$ cat src/pdr_consts.svh
/*
  Offsets, field positions, reset values and figures of the phase detector
  range configuration registers. Assumes inclusion by bare name.
*/
`ifndef PDR_CONSTS_SVH
`define PDR_CONSTS_SVH

`define PDR_ADDR_COARSE      8'h74
`define PDR_ADDR_MONITOR     8'h76
`define PDR_RST_COARSE       8'h85
`define PDR_RST_MONITOR      8'h06
`define PDR_MASK_COARSE      8'hef
`define PDR_MASK_MONITOR     8'hbf
`define PDR_BIT_LOSS_EN      7
`define PDR_BIT_WIDE_EN      6
`define PDR_BIT_EXT_RESP     5
`define PDR_BIT_NOISE_WIN    7
`define PDR_BIT_MON_EN       5
`define PDR_BIT_MON_BO_EN    4
`define PDR_RANGE_MSB        3
`define PDR_CODE_MAX         4'hc
`define PDR_WINDOW_PERCENT   5
`define PDR_WINDOW_DIV       (100 / `PDR_WINDOW_PERCENT)

`endif

$ cat src/pdr_pkg.sv
/*
  Types shared by the phase detector range configuration block.
  Assumes pdr_consts.svh is available for the constants.
*/
package pdr_pkg;

  typedef logic [13:0] pdr_ui_t;

  // Microprocessor port request
  typedef struct packed {
    logic [7:0] addr;
    logic [7:0] wdata;
    logic       wr;
    logic       rd;
  } pdr_req_s;

  typedef enum logic [1:0] {
    PDR_WIN_UNSYNCED,
    PDR_WIN_TRACKING
  } pdr_win_e;

  // All state of the top module
  typedef struct packed {
    logic [7:0]  coarse;
    logic [7:0]  monitor;
    logic [7:0]  rdata;
    pdr_ui_t     range_ui;
    pdr_ui_t     det_limit_ui;
    pdr_ui_t     loss_limit_ui;
    logic        edge_accept;
    logic        edge_reject;
    logic [23:0] since_edge;
    pdr_win_e    win;
  } pdr_state_s;

endpackage : pdr_pkg

$ cat src/pdr_range_decode.sv
/*
  Decodes the four-bit coarse range code into a span in unit intervals.
  Purely combinational; the instantiating module registers the result.
*/
`timescale 1ns/10ps
`include "pdr_consts.svh"

module pdr_range_decode (
  input  wire logic [3:0]      i_code,
  output pdr_pkg::pdr_ui_t     o_span_ui
);

  logic [3:0] clamped;

  always_comb begin
    // Codes 1100 to 1111 all give the widest span
    clamped = (i_code > `PDR_CODE_MAX) ? `PDR_CODE_MAX : i_code;
    // Span doubles per code: 2^(code+1) - 1
    o_span_ui = 14'((15'h0002 << clamped) - 15'h0001);
  end

endmodule : pdr_range_decode

$ cat src/pdr_range_config.sv
/*
  Coarse phase range and low-rate noise window configuration for the
  output-timing PLL phase detector, reached through the microprocessor
  port. Holds the two configuration registers, the decoded range spans
  handed to the coarse detector and loss detector, and the edge filter
  that applies the noise window to low-rate references.
  Assumes a single 25 MHz clock, synchronous active-low reset and inputs
  synchronous to that clock. Assumes the microprocessor port strobes
  each read and write for one cycle, and that I_EXPECTED_PERIOD is given
  in clock cycles and is held steady while the window is in use.
*/
//////////////////////////////////////////////////////////////////////////////
//////////////////////////////////////////////////////////////////////////////
`timescale 1ns/10ps
`include "pdr_consts.svh"

module pdr_range_config (
  input  wire logic        I_CLK,
  input  wire logic        I_RST_N,
  input  wire logic [7:0]  I_ADDR,
  input  wire logic [7:0]  I_WDATA,
  input  wire logic        I_WR,
  input  wire logic        I_RD,
  input  wire logic        I_EDGE,
  input  wire logic        I_LOW_RATE,
  input  wire logic [23:0] I_EXPECTED_PERIOD,
  output logic      [7:0]  O_RDATA,
  output logic      [13:0] O_COARSE_RANGE_UI,
  output logic      [13:0] O_DETECTOR_LIMIT_UI,
  output logic      [13:0] O_PHASE_LOSS_LIMIT_UI,
  output logic             O_WIDE_RANGE_ENABLE,
  output logic             O_PHASE_LOSS_ENABLE,
  output logic             O_EXTENDED_PHASE_RESPONSE,
  output logic             O_EDGE_NOISE_WINDOW_ENABLE,
  output logic             O_MONITOR_ENABLE,
  output logic             O_MONITOR_BUILDOUT_ENABLE,
  output logic      [3:0]  O_MONITOR_LIMIT,
  output logic             O_EDGE_ACCEPT,
  output logic             O_EDGE_REJECT
);

  pdr_pkg::pdr_state_s state;
  pdr_pkg::pdr_state_s next_state;
  pdr_pkg::pdr_req_s   req;
  pdr_pkg::pdr_ui_t    span_ui;
  logic [23:0]         tolerance;
  logic [23:0]         win_lo;
  logic [23:0]         win_hi;
  logic                in_window;
  logic                windowing;
  logic [24:0]         win_sum;
  logic                edge_due;
  logic [23:0]         since_inc;

  //////////////////////////////////////////////////////////////////////////////
  // Microprocessor port request

  always_comb begin
    req.addr  = I_ADDR;
    req.wdata = I_WDATA;
    req.wr    = I_WR;
    req.rd    = I_RD;
  end

  //////////////////////////////////////////////////////////////////////////////
  // Range decode

  pdr_range_decode i_pdr_range_decode (
    .i_code    (state.coarse[`PDR_RANGE_MSB:0]),
    .o_span_ui (span_ui)
  );

  //////////////////////////////////////////////////////////////////////////////
  // Noise window arithmetic

  always_comb begin
    tolerance = I_EXPECTED_PERIOD / 24'(`PDR_WINDOW_DIV);
    win_lo    = I_EXPECTED_PERIOD - tolerance;
    win_sum   = {1'b0, I_EXPECTED_PERIOD} + {1'b0, tolerance};
    // Clamp so a long period cannot wrap the upper bound to a small value
    win_hi    = win_sum[24] ? 24'hffffff : win_sum[23:0];
    in_window = (state.since_edge >= win_lo) &&
                (state.since_edge <= win_hi);
    edge_due  = (state.since_edge > win_hi);
    windowing = state.monitor[`PDR_BIT_NOISE_WIN] && I_LOW_RATE;
  end

  //////////////////////////////////////////////////////////////////////////////
  // Edge spacing counter

  always_comb begin
    // Saturate so a lost reference cannot wrap back into the window
    if (state.since_edge == 24'hffffff) begin
      since_inc = state.since_edge;
    end else begin
      since_inc = state.since_edge + 24'h000001;
    end
  end

  //////////////////////////////////////////////////////////////////////////////
  // Next state

  always_comb begin
    next_state             = state;
    next_state.edge_accept = 1'b0;
    next_state.edge_reject = 1'b0;

    // Register writes
    if (req.wr) begin
      case (req.addr)
        `PDR_ADDR_COARSE: begin
          next_state.coarse = req.wdata & `PDR_MASK_COARSE;
        end
        `PDR_ADDR_MONITOR: begin
          next_state.monitor = req.wdata & `PDR_MASK_MONITOR;
        end
        default: begin
        end
      endcase
    end

    // Register reads, unmapped addresses read zero
    if (req.rd) begin
      case (req.addr)
        `PDR_ADDR_COARSE: begin
          next_state.rdata = state.coarse;
        end
        `PDR_ADDR_MONITOR: begin
          next_state.rdata = state.monitor;
        end
        default: begin
          next_state.rdata = 8'h00;
        end
      endcase
    end

    // One field limits both detector and loss detector
    next_state.range_ui = span_ui;
    next_state.det_limit_ui = state.coarse[`PDR_BIT_WIDE_EN] ?
                              span_ui : 14'h0000;
    next_state.loss_limit_ui = state.coarse[`PDR_BIT_LOSS_EN] ?
                               span_ui : 14'h0000;

    // Edge window tracking
    next_state.since_edge = since_inc;
    case (state.win)
      pdr_pkg::PDR_WIN_UNSYNCED: begin
        if (I_EDGE) begin
          next_state.edge_accept = 1'b1;
          next_state.since_edge  = 24'h000001;
          next_state.win         = pdr_pkg::PDR_WIN_TRACKING;
        end
      end
      pdr_pkg::PDR_WIN_TRACKING: begin
        if (!windowing) begin
          if (I_EDGE) begin
            next_state.edge_accept = 1'b1;
            next_state.since_edge  = 24'h000001;
          end
        end else if (I_EDGE && in_window) begin
          next_state.edge_accept = 1'b1;
          next_state.since_edge  = 24'h000001;
        end else if (I_EDGE) begin
          next_state.edge_reject = 1'b1;
        end else if (edge_due) begin
          // Expected edge missed: reopen to resynchronise
          next_state.win = pdr_pkg::PDR_WIN_UNSYNCED;
        end
      end
      default: begin
        next_state.win = pdr_pkg::PDR_WIN_UNSYNCED;
      end
    endcase
  end

  //////////////////////////////////////////////////////////////////////////////
  // State register

  always_ff @(posedge I_CLK) begin
    if (!I_RST_N) begin
      state               <= '0;
      state.coarse        <= `PDR_RST_COARSE;
      state.monitor       <= `PDR_RST_MONITOR;
      state.win           <= pdr_pkg::PDR_WIN_UNSYNCED;
    end else begin
      state <= next_state;
    end
  end

  //////////////////////////////////////////////////////////////////////////////
  // Register outputs

  always_comb begin
    O_RDATA                    = state.rdata;
    O_WIDE_RANGE_ENABLE        = state.coarse[`PDR_BIT_WIDE_EN];
    O_PHASE_LOSS_ENABLE        = state.coarse[`PDR_BIT_LOSS_EN];
    O_EXTENDED_PHASE_RESPONSE  = state.coarse[`PDR_BIT_EXT_RESP];
    O_EDGE_NOISE_WINDOW_ENABLE = state.monitor[`PDR_BIT_NOISE_WIN];
    O_MONITOR_ENABLE           = state.monitor[`PDR_BIT_MON_EN];
    O_MONITOR_BUILDOUT_ENABLE  = state.monitor[`PDR_BIT_MON_BO_EN];
    O_MONITOR_LIMIT            = state.monitor[3:0];
  end

  //////////////////////////////////////////////////////////////////////////////
  // Derived range outputs

  always_comb begin
    O_COARSE_RANGE_UI          = state.range_ui;
    O_DETECTOR_LIMIT_UI        = state.det_limit_ui;
    O_PHASE_LOSS_LIMIT_UI      = state.loss_limit_ui;
  end

  //////////////////////////////////////////////////////////////////////////////
  // Edge filter outputs

  always_comb begin
    O_EDGE_ACCEPT              = state.edge_accept;
    O_EDGE_REJECT              = state.edge_reject;
  end

endmodule : pdr_range_config

$ cat config.mk
export PLATFORM = sky130hd
export DESIGN_NAME = pdr_range_config
export DESIGN_NICKNAME = d
export VERILOG_FILES = /design/src/pdr_pkg.sv /design/src/pdr_range_decode.sv /design/src/pdr_range_config.sv
export VERILOG_INCLUDE_DIRS = /design/src
export SDC_FILE = /design/constraint.sdc
export NUM_CORES = 1
export LEC_CHECK = 0
export ABC_AREA = 1
export BUFFER_PORTS_ARGS = -buffer_cell sky130_fd_sc_hd__buf_2
export CORE_MARGIN = 3
export CORE_UTILIZATION = 60
export CTS_CLUSTER_SIZE = 30
export DETAILED_ROUTE_END_ITERATION = 10
export PLACE_DENSITY = 0.82
export SETUP_SLACK_MARGIN = 0.5
export SLEW_MARGIN = 25
export SYNTH_ARGS = -nofsm -noshare
export SYNTH_HDL_FRONTEND = slang
export SYNTH_SLANG_ARGS = --single-unit
$ cat constraint.sdc
create_clock -name I_CLK -period 18 [get_ports I_CLK]
set_clock_uncertainty 0.2 [all_clocks]
set_input_delay 3.6 -clock I_CLK [delete_from_list [all_inputs] [get_ports I_CLK]]
set_output_delay 3.6 -clock I_CLK [all_outputs]
set_load 0.02 [all_outputs]
==> results of run 1 <==
==> metal layers <==
metal | up-vias | track usage [%] | wire length (µm)
met5 | - | 0 | 0
met4 | 0 | 5.27 | 208
met3 | 20 | 2.77 | 679
met2 | 153 | 39.9 | 8340
met1 | 3376 | 29.7 | 8200
li1 | 3984 | - | -
==> metrics by stage <==
stage | instance area [µm²] | hold WS [ns] | utilization [%]
final | 8980 | 0.264 | 66.8
after global routing | 8980 | 0.291 | 66.8
after CTS | 8970 | 0.266 | 66.7
after detailed placement | 8630 | 0.257 | 64.2
after global placement | 8630 | 0.252 | 64.2
after floorplan | 8380 | 0.240 | -
==> layout make-up <==
type / instances / area, µm²
Sequential cell: 88 / 1760
Multi-Input combinational cell: 883 / 5470
Clock buffer: 10 / 239
Clock inverter: 6 / 97.6
Fill cell: 1201 / 4470
Tap cell: 176 / 220
Timing Repair Buffer: 105 / 528
Inverter: 171 / 662
==> worst min-delay path, stage by stage (launching register included) <==
cell and delay, ns:
dfxtp_1 0.31, inv_1 0.06, a21oi_1 0.05
==> repair_timing <==
| action | in CTS | in global routing |
|---|---|---|
| gates resized for setup | 0 | 5 |
| hold buffers | 0 | 0 |
| setup endpoints to repair | 0 | 22 |
==> cells by family (layout without fill, tap and decap cells) <==
kind of cell | count (synthesis) | in the layout | synth area share, %
compound gates | 188 | 188 | 13.4
xor+xnor | 47 | 47 | 4.92
fa+ha+maj | 93 | 93 | 14.1
buf+inv | 249 | 292 | 13.8
flops | 88 | 88 | 21.0
other cells | 1 | 3 | 0.0448
simple gates | 552 | 552 | 32.7
==> worst min-delay path by stage <==
stage / to / depth (start not counted)
final: O_MONITOR_LIMIT[0]$_SDFFE_PN0P_ / 2
after detailed placement: O_MONITOR_LIMIT[0]$_SDFFE_PN0P_ / 2
after CTS: O_MONITOR_LIMIT[0]$_SDFFE_PN0P_ / 2
after floorplan: O_MONITOR_LIMIT[0]$_SDFFE_PN0P_ / 2
after global placement: O_MONITOR_LIMIT[0]$_SDFFE_PN0P_ / 2
after global routing: O_EXTENDED_PHASE_RESPONSE$_SDFFE_PN0P_ / 2
==> registers in the layout (all words and copies together) (netlist names), 4 cells and up <==
name,cells
O_COARSE_RANGE_UI,13
O_DETECTOR_LIMIT_UI,13
O_MONITOR_LIMIT,4
O_PHASE_LOSS_LIMIT_UI,13
O_RDATA,8
state,29
==> cells in the mapped netlist (5+ instances only) <==
| library cell | count | area (µm²) |
|---|---|---|
| nand2_1 | 172 | 646 |
| inv_1 | 143 | 537 |
| nor2_1 | 127 | 477 |
| nand3_1 | 96 | 480 |
| ha_1 | 91 | 1140 |
| a21oi_1 | 88 | 440 |
| dfxtp_1 | 88 | 1760 |
| nand2_2 | 72 | 450 |
| buf_4 | 54 | 405 |
| xor2_1 | 41 | 359 |
| o21ai_0 | 40 | 200 |
| nand2_4 | 25 | 282 |
| inv_2 | 24 | 90.1 |
| clkbuf_1 | 23 | 86.3 |
| nor3_1 | 18 | 90.1 |
| nand4_1 | 13 | 81.3 |
| nand3_2 | 11 | 110 |
| a211oi_1 | 9 | 67.6 |
| o21bai_1 | 7 | 52.6 |
| or2_2 | 6 | 37.5 |
| xnor2_1 | 6 | 52.6 |
| o21ai_2 | 5 | 43.8 |
==> reports/qor.csv, run 1 <==
stage;metric;value;unit
detailed_routing;final wirelength;17.4;mm
yosys;Netlist cell types;55;
flow_run;max_cap viols;0;
setup_path;r2r endpoint;state[4]$_SDFF_PN0_;
detailed_routing;Iter 0 DRT Violations;404;
setup_path;Worst path depth;113;
timing;Rel. slew slack;53.2;%
timing;measured slew at the worst slew-check pin;0.701;ns
final_layout;final net count;1397;
cts;clock latency on the worst-skew pair;0.34;ns
hold_path;Worst Hold Class;flip-flop to flip-flop;
detailed_routing;WL per Instance;12.1;µm
cts;CTS buffer count;9;
detailed_routing;vias;7533;
setup_path;Setup crit end;state[8]$_SDFF_PN0_;
cts;Setup Buffers After CTS;0;
detailed_routing;Pre-antenna DRT Iters;6;
setup_path;critical path arrival;15.84;ns
global_routing;pin count of the biggest net entering global routing;23;
cts;CTS Root Buffer Type;clkbuf_16;
global_routing;vias in the first global route;6975;
placed_design;Final HPWL DP;14.0;mm
setup_path;Worst setup EP type;flip-flop;
cts;Clock Sinks;88;
yosys;Syn Std Cell Area;8370;µm²
yosys;post-synthesis sequential area ratio;21.0;%
setup_path;crit path kind;input port to flip-flop;
timing;fmax;63.1;MHz
detailed_routing;Vias per Instance;5.23;
yosys;yosys warns;0;
final_layout;Ant. Diodes;0;
setup_path;CP bufs+invs;12;
timing;Final Hold Fails;0;
final_layout;Layout area overhead;7.33;%
floorplan;# IOs;108;
floorplan;die area;15400;µm²
hold_path;HP Start;O_MONITOR_LIMIT[0]$_SDFFE_PN0P_;
cts;H-Tree Level Count;3;
setup_path;CP required;18.00;ns
timing;final worst slack;2.16;ns
setup_path;flop2flop setup slack;14.84;ns
setup_path;crit start category;input port;
yosys;Avg Cell Area, Syn;6.87;µm²
final_layout;final cell count without fillers;1439;
global_routing;first-pass GRT wire length;29.6;mm
setup_path;Critical path origin;I_EXPECTED_PERIOD[4];
placed_design;gpl congestion;0.880;
global_routing;initial antenna violation count;0;
timing;setup violators final;0;
setup_path;Worst path most repeated cell;nand2_2;
yosys;fraction of registers with async set/reset;0;%
final_layout;most common cell after layout, fill and taps aside;nand2_1;
global_routing;Global Route Usage Sum;22.7;%
setup_path;slowest stage delay, CP;0.53;ns
yosys;#FFs+latches synth;88;
floorplan;Starting Density;62.2;%
cts;CTS tree;built;
setup_path;Worst R2R Start;state[2]$_SDFF_PN0_;
cts;clock buffer depth;2;
setup_path;Worst path slowest cell;o41ai_1;
setup_path;delay-heaviest family, CP;simple AND/OR/NAND/NOR gates;
placed_design;pre-CTS WS;1.18;ns
floorplan;row cnt;42;
setup_path;worst reg2reg path depth;17;
timing;max-slew violations;0;
status;status;complete, no violations;
cts;clk slew on worst S/H paths;0.06;ns
placed_design;Placed Cells;1423;
detailed_routing;post-route ant nets;0;
global_routing;Overflow after GRT;0;
timing;fin crit period;15.84;ns
placed_design;buffers added on ports;104;
timing;RSZ-0062 raised after global routing;no;
timing;setup TNS;0;ns
setup_path;Crit Path Max Fanout;22;
timing;fin crit share;88.0;%
final_layout;most frequent cells in the layout;nand2_1 (171), inv_1 (143), nor2_1 (127), buf_2 (104), nand3_1 (96);
yosys;Cells after Synth;1218;
yosys;number of synthesized flops with an enable pin;0;
detailed_routing;DRC violations left;0;
yosys;most common flop cell mapped by yosys;dfxtp_1;
floorplan;core area;13500;µm²
floorplan;chip width;124;µm
final_layout;layout cell share with drive strength beyond 1;22.1;%
floorplan;die height;124;µm
Power of run 1 is not shown: default switching activity piles up to over one toggle a cycle in this logic, so the estimate is an artifact.
==> run 2: changes to the inputs <==
- CTS_BUF_LIST: default -> sky130_fd_sc_hd__clkbuf_4 sky130_fd_sc_hd__clkbuf_8 sky130_fd_sc_hd__clkbuf_16
- MAX_ROUTING_LAYER: default -> met4
==> run 2 against run 1 <==
Effect of this change: worst setup slack worse by 0.027 ns; non-clock buffer count stayed put; via count fell by 0.20%; critical path type unchanged; critical endpoint unchanged; highest routed layer unchanged.
==> reports/qor.csv, run 2 (synthesis results as in run 1) <==
stage;metric;value;unit;change
status;status;complete, no violations;;unchanged
setup_path;Worst path most repeated cell;nand2_2;;unchanged
floorplan;Starting Density;62.2;%;unchanged
timing;RSZ-0062 raised after global routing;no;;unchanged
final_layout;final cell count without fillers;1439;;unchanged
detailed_routing;Pre-antenna DRT Iters;5;;was 6
placed_design;gpl congestion;0.894;;was 0.880
timing;fmax;63.0;MHz;was 63.1 MHz
cts;H-Tree Level Count;3;;unchanged
setup_path;delay-heaviest family, CP;simple AND/OR/NAND/NOR gates;;unchanged
setup_path;crit start category;input port;;unchanged
detailed_routing;WL per Instance;12.1;µm;about the same
detailed_routing;post-route ant nets;0;;unchanged
placed_design;Final HPWL DP;14.0;mm;unchanged
global_routing;Overflow after GRT;0;;unchanged
setup_path;Crit Path Max Fanout;22;;unchanged
setup_path;Worst path slowest cell;o41ai_1;;unchanged
setup_path;Worst setup EP type;flip-flop;;unchanged
floorplan;die area;15400;µm²;unchanged
global_routing;initial antenna violation count;0;;unchanged
final_layout;layout cell share with drive strength beyond 1;22.1;%;unchanged
setup_path;flop2flop setup slack;14.86;ns;was 14.84 ns
setup_path;CP bufs+invs;12;;unchanged
cts;clock latency on the worst-skew pair;0.34;ns;about the same
cts;clk slew on worst S/H paths;0.06;ns;about the same
global_routing;first-pass GRT wire length;29.6;mm;about the same
placed_design;buffers added on ports;104;;unchanged
timing;fin crit share;88.2;%;was 88.0%
floorplan;die height;124;µm;unchanged
final_layout;most frequent cells in the layout;nand2_1 (171), inv_1 (143), nor2_1 (127), buf_2 (104), nand3_1 (96);;unchanged
detailed_routing;Iter 0 DRT Violations;361;;was 404
final_layout;final net count;1397;;unchanged
timing;Rel. slew slack;54.3;%;was 53.2%
detailed_routing;Vias per Instance;5.22;;was 5.23
timing;fin crit period;15.87;ns;was 15.84 ns
floorplan;row cnt;42;;unchanged
hold_path;Worst Hold Class;flip-flop to flip-flop;;unchanged
timing;Final Hold Fails;0;;unchanged
final_layout;Largest Register;state;;unchanged
global_routing;vias in the first global route;6971;;was 6,975
setup_path;CP required;18.00;ns;about the same
final_layout;Finished Core Util;66.8;%;unchanged
detailed_routing;vias;7518;;was 7,533
floorplan;# IOs;108;;unchanged
cts;CTS buffer count;9;;unchanged
timing;setup violators final;0;;unchanged
flow_run;max_cap viols;0;;unchanged
cts;clock buffer depth;2;;unchanged
setup_path;critical path arrival;15.87;ns;was 15.84 ns
timing;measured slew at the worst slew-check pin;0.684;ns;was 0.701 ns
setup_path;slowest stage delay, CP;0.53;ns;about the same
final_layout;Layout area overhead;7.33;%;unchanged
detailed_routing;final wirelength;17.4;mm;about the same
setup_path;crit path kind;input port to flip-flop;;unchanged
final_layout;Ant. Diodes;0;;unchanged
detailed_routing;DRC violations left;0;;unchanged
final_layout;max reg flops;29;;unchanged
cts;CTS tree;built;;unchanged
timing;max-slew violations;0;;unchanged
global_routing;pin count of the biggest net entering global routing;23;;unchanged
floorplan;core area;13500;µm²;unchanged
placed_design;Placed Cells;1423;;unchanged
global_routing;Global Route Usage Sum;23.4;%;was 22.7%
timing;setup TNS;0;ns;unchanged
cts;Clock Sinks;88;;unchanged
final_layout;most common cell after layout, fill and taps aside;nand2_1;;unchanged
floorplan;chip width;124;µm;unchanged
cts;CTS Root Buffer Type;clkbuf_16;;unchanged
run 2: final timing paths:
check	startpoint	to	cells past startpoint
min reg2reg	O_MONITOR_LIMIT[0]$_SDFFE_PN0P_	O_MONITOR_LIMIT[0]$_SDFFE_PN0P_	2
max reg2reg	state[2]$_SDFF_PN0_	state[4]$_SDFF_PN0_	17
min	O_MONITOR_LIMIT[0]$_SDFFE_PN0P_	O_MONITOR_LIMIT[0]$_SDFFE_PN0P_	2
max	I_EXPECTED_PERIOD[4]	state[8]$_SDFF_PN0_	113
run 2: final cells by class:
class,count,area (µm²)
clock inverters,6,97.6
well taps,176,220
repair buffers,105,528
multi-input cells,883,5470
clock buffers,10,239
fillers,1201,4470
inverters,171,662
flip-flops and latches,88,1760
run 2: what timing repair did:
action,in CTS,in global routing
hold buffers,0,0
buffers inserted,0,0
resized for setup,0,5
endpoints found under the setup margin,0,22
run 2: per-stage QoR:
| step | hold slack (ns) | cell area [µm²] | setup slack (ns) |
|---|---|---|---|
| detailed placement | 0.257 | 8630 | 1.18 |
| global route | 0.291 | 8980 | 0.547 |
| finish | 0.262 | 8980 | 2.13 |
| global placement | 0.252 | 8630 | 1.57 |
| CTS | 0.266 | 8970 | 1.48 |
| floorplan | 0.240 | 8380 | 3.01 |
run 2: layer usage:
metal | share of wire (%) | track usage [%] | vias to the layer above
li1 | - | - | 3985
met1 | 47 | 29.7 | 3356
met2 | 48 | 39.9 | 154
met3 | 4.0 | 2.77 | 23
met4 | 1.3 | 5.27 | 0
met5 | 0 | - | -
run 2: tightest hold or removal path, delay by kind of cell, from the launching register on:
family | cells | cell delay, ns
buffers and inverters | 1 | 0.06
flip-flops | 1 | 0.31
AO/OA/AOI/OAI | 1 | 0.05
Power of run 2 is left out for the same reason.
